<file path="src/hdl/usr_pkg.sv">
`default_nettype none
package usr_pkg;
    localparam logic [7:0]  USR_OFS_EVENT_ENABLES = 8'h68;
    localparam logic [7:0]  USR_OFS_SHORT_WAIT    = 8'h6C;
    localparam logic [7:0]  USR_OFS_FILL_COUNTS   = 8'h70;
    localparam logic [7:0]  USR_OFS_POSITIONS     = 8'h74;

    localparam int          USR_ALWAYS_SEND_BIT   = 31;
    localparam int          USR_MAC_RTO_BIT       = 19;
    localparam int          USR_RX_FRAME_BIT      = 18;
    localparam int          USR_TX_HALT_BIT       = 17;
    localparam int          USR_RX_HALT_BIT       = 16;
    localparam int          USR_XCVR_BIT          = 15;
    localparam int          USR_TX_FAULT_BIT      = 14;
    localparam int          USR_TXQ_UNDER_BIT     = 13;
    localparam int          USR_TXQ_OVER_BIT      = 12;
    localparam int          USR_DROP_BIT          = 11;
    localparam int          USR_PIN_COUNT         = 11;
    localparam logic [31:0] USR_ENABLE_WMASK      = 32'h800F_FFFF;
    localparam logic [31:0] USR_ENABLES_RESET     = 32'h0000_0000;
    localparam int          USR_EVENT_COUNT       = 20;

    localparam int          USR_WAIT_W            = 16;
    localparam logic [15:0] USR_WAIT_RESET        = 16'h0800;
    localparam real         USR_WAIT_UNIT_NS      = 16.667;
    localparam real         USR_CLK_PERIOD_NS     = 8.0;

    localparam int          USR_LVL_W             = 14;
    localparam int          USR_PTR_W             = 13;
    localparam int          USR_RD_LVL_LSB        = 16;
    localparam int          USR_RD_PTR_LSB        = 16;

    localparam logic [1:0]  USR_RESP_OKAY         = 2'h0;
    localparam logic [1:0]  USR_RESP_SLVERR       = 2'h2;
endpackage : usr_pkg
`default_nettype wire

</file>
<file path="src/hdl/usr_regs.sv">
// Decided for this implementation: register access over AXI4-Lite.
`default_nettype none
// Summary of operation
// - Always-send bit: packet every poll
// - Otherwise packet only after enabled event
// - Bit 19 gates MAC reset timeout
// - Bit 18 gates receive-frame-present
// - Bits 17/16 gate transmitter/receiver halted
// - Bit 15 gates transceiver interrupt
// - Bit 14 gates transmit fault
// - Bits 13/12 gate transmit underflow/overflow
// - Bit 11 gates dropped frame
// - Bits 10:0 gate pin events; reset zero
// - Wait programmed delay before short packet
// - Delay unit 16.667 ns; reset 800h
// - Read fill adds packet words at end
// - Read fill drops one per word read
// - Read rewind restores words read out
// - Write fill adds one per word written
// - Write fill drops packet after full read
// - Write rewind discards partial packet words
// - Read position readable, bits 28:16
// - Write position readable, bits 12:0
module usr_regs
    import usr_pkg::*;
#(
    parameter int LVL_W = USR_LVL_W,
    parameter int PTR_W = USR_PTR_W
) (
    input  wire logic                     clk,
    input  wire logic                     rst,
    input  wire logic [7:0]               s_axi_awaddr,
    input  wire logic                     s_axi_awvalid,
    output logic                          s_axi_awready,
    input  wire logic [31:0]              s_axi_wdata,
    input  wire logic [3:0]               s_axi_wstrb,
    input  wire logic                     s_axi_wvalid,
    output logic                          s_axi_wready,
    output logic [1:0]                    s_axi_bresp,
    output logic                          s_axi_bvalid,
    input  wire logic                     s_axi_bready,
    input  wire logic [7:0]               s_axi_araddr,
    input  wire logic                     s_axi_arvalid,
    output logic                          s_axi_arready,
    output logic [31:0]                   s_axi_rdata,
    output logic [1:0]                    s_axi_rresp,
    output logic                          s_axi_rvalid,
    input  wire logic                     s_axi_rready,
    input  wire logic                     ev_mac_reset_timeout,
    input  wire logic                     ev_rx_frame_present,
    input  wire logic                     ev_transmitter_halted,
    input  wire logic                     ev_receiver_halted,
    input  wire logic                     ev_transceiver,
    input  wire logic                     ev_transmit_fault,
    input  wire logic                     ev_transmit_underflow,
    input  wire logic                     ev_transmit_overflow,
    input  wire logic                     ev_dropped_frame,
    input  wire logic [USR_PIN_COUNT-1:0] ev_pins,
    input  wire logic                     poll_tick,
    output logic                          status_send,
    output logic [USR_EVENT_COUNT-1:0]    status_events,
    input  wire logic                     short_start,
    output logic                          short_go,
    input  wire logic                     rxq_wr_word,
    input  wire logic                     rxq_wr_end,
    input  wire logic                     rxq_wr_rewind,
    input  wire logic                     rxq_rd_word,
    input  wire logic                     rxq_rd_end,
    input  wire logic                     rxq_rd_rewind
);
    // Short-packet wait counted in clk cycles: one field unit is 16.667 ns
    localparam int   WAIT_SCALE_MILLI = int'(USR_WAIT_UNIT_NS * 1000.0 / USR_CLK_PERIOD_NS);
    localparam int   WAIT_CNT_W       = 32;

    typedef struct packed {
        logic                       awready;
        logic                       wready;
        logic                       aw_held;
        logic                       w_held;
        logic [7:0]                 aw_addr;
        logic [31:0]                w_data;
        logic [3:0]                 w_strb;
        logic                       bvalid;
        logic [1:0]                 bresp;
        logic                       rvalid;
        logic [31:0]                rdata;
        logic [1:0]                 rresp;
        logic [31:0]                enables;
        logic [USR_WAIT_W-1:0]      wait_units;
        logic [USR_EVENT_COUNT-1:0] pending;
        logic                       send;
        logic [USR_EVENT_COUNT-1:0] sent_events;
        logic                       waiting;
        logic [WAIT_CNT_W-1:0]      wait_cnt;
        logic                       go;
        logic [LVL_W-1:0]           rd_fill;
        logic [LVL_W-1:0]           wr_fill;
        logic [LVL_W-1:0]           wr_pkt;
        logic [LVL_W-1:0]           rd_pkt;
        logic [LVL_W-1:0]           done_pkt;
        logic [PTR_W-1:0]           rd_pos;
        logic [PTR_W-1:0]           wr_pos;
        logic [PTR_W-1:0]           wr_pkt_start;
        logic [PTR_W-1:0]           rd_pkt_start;
    } usr_state_s;

    usr_state_s                 st_q;
    usr_state_s                 st_d;
    logic [USR_EVENT_COUNT-1:0] raw_ev;
    logic [USR_EVENT_COUNT-1:0] gated_ev;
    logic [31:0]                wmask;
    logic [31:0]                rd_word;
    logic [7:0]                 rd_addr;

    assign raw_ev = {ev_mac_reset_timeout, ev_rx_frame_present, ev_transmitter_halted,
                     ev_receiver_halted, ev_transceiver, ev_transmit_fault,
                     ev_transmit_underflow, ev_transmit_overflow, ev_dropped_frame, ev_pins};
    // Event vector lines up with enable bits 19:0
    assign gated_ev = raw_ev & st_q.enables[USR_EVENT_COUNT-1:0];

    generate
        for (genvar b = 0; b < 4; b++) begin : g_lane
            assign wmask[b*8 +: 8] = {8{st_q.w_strb[b]}};
        end
    endgenerate

    assign rd_addr = s_axi_araddr;

    always_comb begin
        rd_word = 32'h0000_0000;
        unique case (rd_addr)
            USR_OFS_EVENT_ENABLES: rd_word = st_q.enables;
            USR_OFS_SHORT_WAIT:    rd_word[USR_WAIT_W-1:0] = st_q.wait_units;
            USR_OFS_FILL_COUNTS: begin
                rd_word[USR_RD_LVL_LSB +: LVL_W] = st_q.rd_fill;
                rd_word[LVL_W-1:0] = st_q.wr_fill;
            end
            USR_OFS_POSITIONS: begin
                rd_word[USR_RD_PTR_LSB +: PTR_W] = st_q.rd_pos;
                rd_word[PTR_W-1:0] = st_q.wr_pos;
            end
            default: rd_word = 32'h0000_0000;
        endcase
    end

    always_comb begin
        st_d = st_q;
        st_d.go = 1'b0;
        st_d.send = 1'b0;

        // Write address and data may arrive in either order
        if (s_axi_awvalid && st_q.awready) begin
            st_d.aw_held = 1'b1;
            st_d.aw_addr = s_axi_awaddr;
            st_d.awready = 1'b0;
        end
        if (s_axi_wvalid && st_q.wready) begin
            st_d.w_held = 1'b1;
            st_d.w_data = s_axi_wdata;
            st_d.w_strb = s_axi_wstrb;
            st_d.wready = 1'b0;
        end
        if (st_q.aw_held && st_q.w_held && !st_q.bvalid) begin
            st_d.aw_held = 1'b0;
            st_d.w_held = 1'b0;
            st_d.bvalid = 1'b1;
            st_d.bresp = USR_RESP_OKAY;
            unique case (st_q.aw_addr)
                USR_OFS_EVENT_ENABLES: st_d.enables = (st_q.enables & ~(wmask & USR_ENABLE_WMASK))
                    | (st_q.w_data & wmask & USR_ENABLE_WMASK);
                USR_OFS_SHORT_WAIT: st_d.wait_units = (st_q.wait_units & ~wmask[15:0])
                    | (st_q.w_data[15:0] & wmask[15:0]);
                USR_OFS_FILL_COUNTS, USR_OFS_POSITIONS: st_d.bresp = USR_RESP_OKAY;
                default: st_d.bresp = USR_RESP_SLVERR;
            endcase
        end
        if (st_q.bvalid && s_axi_bready) begin
            st_d.bvalid = 1'b0;
            st_d.awready = 1'b1;
            st_d.wready = 1'b1;
        end

        if (s_axi_arvalid && !st_q.rvalid) begin
            st_d.rvalid = 1'b1;
            st_d.rdata = rd_word;
            st_d.rresp = (rd_addr == USR_OFS_EVENT_ENABLES || rd_addr == USR_OFS_SHORT_WAIT
                || rd_addr == USR_OFS_FILL_COUNTS || rd_addr == USR_OFS_POSITIONS)
                ? USR_RESP_OKAY : USR_RESP_SLVERR;
        end else if (st_q.rvalid && s_axi_rready) begin
            st_d.rvalid = 1'b0;
        end

        // Pending events survive until a poll; a new event at the poll is kept for the next
        if (poll_tick) begin
            st_d.send = st_q.enables[USR_ALWAYS_SEND_BIT] || (|st_q.pending);
            st_d.sent_events = st_q.pending;
            st_d.pending = gated_ev;
        end else begin
            st_d.pending = st_q.pending | gated_ev;
        end

        if (short_start) begin
            st_d.waiting = 1'b1;
            st_d.wait_cnt = WAIT_CNT_W'((64'(st_q.wait_units) * 64'(WAIT_SCALE_MILLI)
                + 64'd999) / 64'd1000);
        end else if (st_q.waiting) begin
            if (st_q.wait_cnt == '0) begin
                st_d.waiting = 1'b0;
                st_d.go = 1'b1;
            end else begin
                st_d.wait_cnt = st_q.wait_cnt - 1'b1;
            end
        end

        // Write side of the receive queue
        if (rxq_wr_rewind) begin
            st_d.wr_fill = st_q.wr_fill - st_q.wr_pkt;
            st_d.wr_pos = st_q.wr_pkt_start;
            st_d.wr_pkt = '0;
        end else if (rxq_wr_word) begin
            st_d.wr_fill = st_q.wr_fill + 1'b1;
            st_d.wr_pos = st_q.wr_pos + 1'b1;
            st_d.wr_pkt = rxq_wr_end ? '0 : st_q.wr_pkt + 1'b1;
            if (rxq_wr_end) begin
                st_d.wr_pkt_start = st_q.wr_pos + 1'b1;
            end
        end
        if (rxq_rd_end && rxq_rd_word && !rxq_rd_rewind) begin
            st_d.wr_fill = st_d.wr_fill - (st_q.rd_pkt + 1'b1);
        end

        // Read side of the receive queue
        if (rxq_rd_rewind) begin
            st_d.rd_fill = st_q.rd_fill + st_q.rd_pkt;
            st_d.rd_pos = st_q.rd_pkt_start;
            st_d.rd_pkt = '0;
        end else if (rxq_rd_word) begin
            st_d.rd_fill = st_q.rd_fill - 1'b1;
            st_d.rd_pos = st_q.rd_pos + 1'b1;
            st_d.rd_pkt = rxq_rd_end ? '0 : st_q.rd_pkt + 1'b1;
            if (rxq_rd_end) begin
                st_d.rd_pkt_start = st_q.rd_pos + 1'b1;
            end
        end
        if (rxq_wr_end && rxq_wr_word && !rxq_wr_rewind) begin
            st_d.rd_fill = st_d.rd_fill + (st_q.wr_pkt + 1'b1);
        end
    end

    always_ff @(posedge clk or posedge rst) begin
        if (rst) begin
            st_q <= '0;
            st_q.awready <= 1'b1;
            st_q.wready <= 1'b1;
            st_q.enables <= USR_ENABLES_RESET;
            st_q.wait_units <= USR_WAIT_RESET;
        end else begin
            st_q <= st_d;
        end
    end

    assign s_axi_awready = st_q.awready;
    assign s_axi_wready  = st_q.wready;
    assign s_axi_bvalid  = st_q.bvalid;
    assign s_axi_bresp   = st_q.bresp;
    assign s_axi_arready = !st_q.rvalid;
    assign s_axi_rvalid  = st_q.rvalid;
    assign s_axi_rdata   = st_q.rdata;
    assign s_axi_rresp   = st_q.rresp;
    assign status_send   = st_q.send;
    assign status_events = st_q.sent_events;
    assign short_go      = st_q.go;
endmodule // usr_regs
`default_nettype wire

</file>
<file path="config.mk">
export PLATFORM = sky130hd
export DESIGN_NAME = usr_regs
export DESIGN_NICKNAME = d
export VERILOG_FILES = /design/src/hdl/usr_pkg.sv /design/src/hdl/usr_regs.sv
export SDC_FILE = /design/constraint.sdc
export NUM_CORES = 1
export LEC_CHECK = 0
export ABC_CLOCK_PERIOD_IN_PS = 15000
export BUFFER_PORTS_ARGS = -buffer_cell sky130_fd_sc_hd__buf_4
export CORE_MARGIN = 5
export CORE_UTILIZATION = 40
export DETAILED_ROUTE_END_ITERATION = 10
export GPL_ROUTABILITY_DRIVEN = 0
export PLACE_DENSITY = 0.61
export SLEW_MARGIN = 20
export SYNTH_ARGS = -nofsm -noshare
export SYNTH_HDL_FRONTEND = slang
export SYNTH_SLANG_ARGS = --single-unit
</file>
<file path="constraint.sdc">
create_clock -name clk -period 15 [get_ports clk]
set_input_delay 3 -clock clk [delete_from_list [all_inputs] [get_ports clk]]
set_output_delay 3 -clock clk [all_outputs]
set_load 0.005 [all_outputs]
</file>
==> metrics, run 1 <==
status finished clean; yosys warns 0; most common cell after layout, fill and taps aside buf_4; NetSw 2020 uW; Logic pwr share 60.3%; I/O pin total 150; vias in the first global route 21,871; wire per inst 17.7 um; slowest CP cell dfstp_2; Distinct cells, synth 129; CP peak stage delay 610 ps; VDD IR max 0.157 mV; # Max-Cap Violations 0; TritonCTS buffer count 31; Int Power 2820 uW; async set-or-reset flop fraction in the synthesized netlist 100%; Slew Viols, Final 0; number of synthesized flops with an enable pin 0; Max Root-Sink Buffers 3; leak pwr 0.0142 uW; port buffer count 135; Final Core Density 53.2%; Fill cells 5,231; Root Buffer Master clkbuf_16; RSZ-0062 raised after global routing yes; clk_lat worst skew 590 ps; area occupied by multi-input gates 17,100 sq um; Die Ht 255 um; total global-route track usage 20.1%; area grow syn2layout 31.4%; Setup violations, final 0; Sink Count 292; remaining global-route overflow 0; Post-DP Area 28,100 sq um; Pre-Repair DR Iteration Count 5; Crit path arrival time 15,320 ps; NumNets Final 3,456; Netlist Area Pre-Place 24,000 sq um; min Tclk post-route 14,880 ps; Reg clk slew, reported paths 60 ps; Ant. Diodes 0; largest net degree at the start of global routing 92; Die X 255 um; CP max FO 6; Syn Area/Cell 8.83 sq um; Post-route DRC 0; Setup CP Type reg2reg; cell count after synthesis 2,720; Worst Path Required 15,440 ps; fin crit share 99.2%; type of origin of the critical path flop; post-synthesis sequential area ratio 30.5%; dpl hpwl 52,900 um; relative slew slack 23.7%; clock share of power 16.8%; Design Area, Final 31,500 sq um; Die Footprint 65,000 sq um; Flop pwr share 23.0%; post-route antenna net violation count 0; share of cells above drive strength 1 33.0%; Initial Util 40.5%; Sw Ratio 41.7%; Slew @ Worst Pin 1140 ps; most used cell, CP buf_6; DR vias 22,278; flip-flop and latch area 7320 sq um; number of synthesized register bits 292; FMAX 67.2 MHz; initial antenna violation count 0; Core ar. 59,200 sq um; skew final 19.7 ps; via/cell ratio 5.58; TritonCTS clock tree built; Post-synth top flop dfrtp_1; first-pass GRT wire length 111,000 um; Worst setup EP type flop; final hold viol count 0; WL final 70,900 um; # rows 89; r2r setup slk 120 ps; hold crit path type reg2reg; H-tree Lvls 1; initial DRC count 1,324; commonest cells after routing, fill and taps aside buf_4, nand2_1, dfrtp_1; pwr dens 154 nW/um^2
final timing paths:
kind                                      startpoint                     to  depth (start not counted)
worst max register to register                  flop  st_q[123]$_DFFE_PP0P_                         58
worst max-delay path                            flop  st_q[123]$_DFFE_PP0P_                         58
min in group asynchronous                        rst  st_q[137]$_DFFE_PP0P_                          2
worst min-delay path            st_q[22]$_DFFE_PP0P_   st_q[22]$_DFFE_PP0P_                          2
max in group asynchronous                        rst              async pin                          5
worst min register to register  st_q[22]$_DFFE_PP0P_   st_q[22]$_DFFE_PP0P_                          2
worst max-delay path: cells and delay by family, from the launching register on:
family | cells | cell delay [ps]
fa+ha+maj | 6 | 1970
simple gates | 13 | 3850
flops | 1 | 610
mux | 1 | 360
xor+xnor | 1 | 180
buf+inv | 6 | 880
compound gates | 31 | 6880
power by group through the flow:
stage	Clock, uW	Sequential [uW]	Combinational, uW
4_1_cts	829	1110	2620
2_1_floorplan	0	1060	1630
5_1_grt	860	1130	3180
3_5_place_dp	0	1120	2540
3_3_place_gp	0	1120	2460
6_report	812	1110	2920
cell families after synthesis:
kind of cell,after synthesis,share of synthesized area [%]
AOI/OAI and AO/OA,776,22.7
xor gates and xnor gates,245,9.00
adders and majority gates,173,9.87
buffers and inverters,282,5.60
DFF,292,30.5
muxes,128,5.85
other,1,0.0156
and+or+nand+nor,823,16.5
metrics by stage:
stage          power [uW]  hold slack [ps]  worst slack, ps  setup TNS (ps)  instances
2_1_floorplan        2690              440             4.62               0       2722
3_3_place_gp         3580              456             -614           -1200       3869
3_5_place_dp         3660              470             -567           -1130       3869
4_1_cts              4560              483             14.2               0       3937
5_1_grt              5170              493             -443            -854       3996
6_report             4850              481              121               0       3996
synthesized netlist by cell type (30+ instances only):
| cell | n | area share, % |
|---|---|---|
| inv_1 | 126 | 2.0 |
| ha_1 | 143 | 7.5 |
| nand3_1 | 50 | 1.0 |
| buf_4 | 69 | 2.2 |
| dfrtp_1 | 289 | 30 |
| clkbuf_1 | 60 | 0.94 |
| o21ai_0 | 221 | 4.6 |
| nor3_1 | 56 | 1.2 |
| xnor2_1 | 152 | 5.5 |
| a21oi_1 | 140 | 2.9 |
| nor4_1 | 31 | 0.81 |
| a21o_1 | 40 | 1.3 |
| mux2i_1 | 30 | 1.3 |
| and3_1 | 43 | 1.1 |
| xor2_1 | 91 | 3.3 |
| mux2_2 | 98 | 4.6 |
| nor2_1 | 185 | 2.9 |
| nand2_1 | 307 | 4.8 |
what timing repair did:
action                                  4_1_cts  5_1_grt
gates cloned                                  0        1
hold buffers                                  0        0
gates resized for setup                      68      266
pin swaps                                    39      136
buffers inserted                             10       58
endpoints found under the setup margin        2        3
layer usage:
metal	vias up	global-route usage, %	part of all wire [%]
li1	10774	-	-
met1	10924	26.0	43
met2	487	36.3	51
met3	93	2.73	3.9
met4	0	4.01	1.9
met5	-	0	0
area by class of cell:
cell class	count	area share [%]
Multi-Input combinational cell	2149	54.1
Sequential cell	292	23.2
Timing Repair Buffer	597	14.6
Tap cell	773	3.07
Clock buffer	42	2.78
Inverter	127	1.53
Clock inverter	16	0.654
No activity file was read; power rests on OpenSTA's default activity.
==> inputs of run 2 (changes only) <==
--- a/config.mk
+++ b/config.mk
@@ -5,7 +5,8 @@
 export SDC_FILE = /design/constraint.sdc
 export NUM_CORES = 1
 export LEC_CHECK = 0
-export ABC_CLOCK_PERIOD_IN_PS = 15000
+export ABC_AREA = 1
+export ABC_CLOCK_PERIOD_IN_PS = 13400
 export BUFFER_PORTS_ARGS = -buffer_cell sky130_fd_sc_hd__buf_4
 export CORE_MARGIN = 5
 export CORE_UTILIZATION = 40
==> constraint.sdc (replaced) <==
create_clock -name clk -period 13.4 [get_ports clk]
set_input_delay 2.68 -clock clk [delete_from_list [all_inputs] [get_ports clk]]
set_output_delay 2.68 -clock clk [all_outputs]
set_load 0.005 [all_outputs]
==> run 2 against run 1 <==
Net effect: global-route usage decreased by 1.1 points; maximum frequency grew 17%; clock power up 20%; sequential cell count unchanged; cell area decreased by 8.2%; largest cell class unchanged; highest routed layer unchanged.
==> metrics, run 2 <==
status finished clean; area grow syn2layout 22.2%; async set-or-reset flop fraction in the synthesized netlist 100%; VDD IR max 0.291 mV; Pre-Repair DR Iteration Count 5; clk_lat worst skew 550 ps; CP peak stage delay 530 ps; number of synthesized flops with an enable pin 0; Slew Viols, Final 0; cell count after synthesis 3,353; post-synthesis sequential area ratio 30.9%; remaining global-route overflow 0; area occupied by multi-input gates 14,700 sq um; post-route antenna net violation count 0; Die Ht 253 um; slowest CP cell fa_1; Worst setup EP type flop; crit-path leading delay family simple AND/OR/NAND/NOR gates; leak pwr 0.0150 uW; type of origin of the critical path flop; Worst Path Buf+Inv 17; NumNets Final 3,904; Core ar. 58,800 sq um; r2r setup slk 720 ps; relative slew slack 31.5%; via/cell ratio 4.89; R2R depth 103; HP Start st_q[1]$_DFFE_PP0P_; Final Core Density 49.2%; fin crit share 94.7%; Die X 253 um; Synth area leader dfrtp_1; top cells by area, synth dfrtp_1, nand2_1, ha_1, inv_1, o21ai_0; Sink Count 292; flip-flop and latch area 7320 sq um; vias in the first global route 20,308; Root Buffer Master clkbuf_16; Max Root-Sink Buffers 3; I/O pin total 150; min Tclk post-route 12,680 ps; Die Footprint 64,200 sq um; skew final 25.6 ps; total global-route track usage 19.1%; FMAX 78.8 MHz; most common cell after layout, fill and taps aside nand2_1; Post-route DRC 0; hold crit path type reg2reg; RSZ-0062 raised after global routing yes; Setup violations, final 0; first-pass GRT wire length 102,000 um; Post-DP Area 26,500 sq um; number of synthesized register bits 292; TritonCTS buffer count 37; share of cells above drive strength 1 23.6%; DR vias 21,701; Fill cells 5,859; Netlist Area Pre-Place 23,700 sq um; Levels on crit path 103; Syn Area/Cell 7.07 sq um; Worst Setup EP st_q[123]$_DFFE_PP0P_; Slew @ Worst Pin 1020 ps; Ant. Diodes 0; Design Area, Final 29,000 sq um; FF-to-FF End st_q[123]$_DFFE_PP0P_; pwr dens 157 nW/um^2; most common cell in the netlist nand2_1; post-synth top area share 30.5%; TritonCTS clock tree built; most used cell, CP nand2_1; Initial Util 40.3%; initial antenna violation count 0; largest net degree at the start of global routing 166; commonest cells after routing, fill and taps aside nand2_1, inv_1, buf_4; Distinct cells, synth 67; dpl hpwl 48,200 um; Worst Path Required 13,830 ps; WHS Path Cells 2; CP max FO 9; port buffer count 135; wire per inst 14.2 um; Post-synth top flop dfrtp_1; initial DRC count 1,227; WL final 63,200 um; Reg clk slew, reported paths 60 ps; # Max-Cap Violations 0; final hold viol count 0; # rows 89; Setup CP Type reg2reg; Hold Buf Count CTS 0; Crit path arrival time 13,120 ps; H-tree Lvls 2; yosys warns 0; synth cell count leaders nand2_1, inv_1, dfrtp_1, nor2_1, o21ai_0
==> run 2: cell count changes after synthesis, moves of 90 or more <==
cell | previous run | this run
xnor2_1 | 152 | 22
mux2_2 | 98 | 8
nand2_1 | 307 | 837
inv_1 | 126 | 466
nor2_1 | 185 | 288
nand3_1 | 50 | 170
==> run 2: cells by family (layout without fill, tap and decap cells) <==
logic type	Yosys count	count (layout)	share of synthesized area, %
other cells	1	3	0.0158
mux	9	9	0.422
simple gates	1595	1595	30.6
fa+ha+maj	171	171	9.92
buf+inv	643	956	11.2
xor+xnor	107	107	3.96
flops	292	292	30.9
compound gates	535	535	13.1
==> run 2: worst min path at each step <==
stage	slack [ps]	endpoint
after floorplan	440	st_q[15]$_DFFE_PP0P_
final	470	st_q[1]$_DFFE_PP0P_
after detailed placement	460	st_q[2]$_DFFE_PP0P_
after global routing	480	st_q[2]$_DFFE_PP0P_
after global placement	450	st_q[15]$_DFFE_PP0P_
after CTS	470	st_q[2]$_DFFE_PP0P_
==> run 2: stage by stage <==
stage          instances  setup WS (ps)  setup TNS, ps  hold WS [ps]  total power (uW)
3_3_place_gp        4341           71.0              0           454              3380
3_5_place_dp        4341           30.8              0           461              3400
6_report            4441            715              0           467              4540
4_1_cts             4402           12.0              0           472              4410
5_1_grt             4441           -395           -548           482              4930
2_1_floorplan       3355           1670              0           442              2660
==> run 2: metal layers <==
metal / share of wire (%) / wire length [um] / GRT usage [%] / vias up
li1: - / - / - / 11339
met3: 2.9 / 1850 / 2.30 / 73
met2: 48 / 30400 / 32.7 / 275
met5: 0 / 0 / 0 / -
met4: 1.8 / 1140 / 3.69 / 0
met1: 47 / 29800 / 26.2 / 10014
==> run 2: layout make-up <==
cell class              count  area share (%)
multi-input cells        2420            50.8
flip-flops and latches    292            25.3
repair buffers            364            9.53
inverters                 531            6.96
clock buffers              53            3.82
well taps                 773            3.34
clock inverters             8           0.272
==> run 2: where the power goes <==
group | switching (uW) | internal, uW
combinational | 1370 | 1000
sequential | 136 | 1050
clock | 402 | 577
==> run 2: timing repair <==
| action | CTS | global route |
|---|---|---|
| gates resized for setup | 1 | 227 |
| pin swaps | 0 | 94 |
| buffers inserted | 0 | 39 |
| endpoints found under the setup margin | 1 | 4 |
==> run 2: worst min-delay path, stage by stage (launching register included) <==
cell	delay (ps)
dfrtp_1	340
nand2_1	50
nand2_1	50
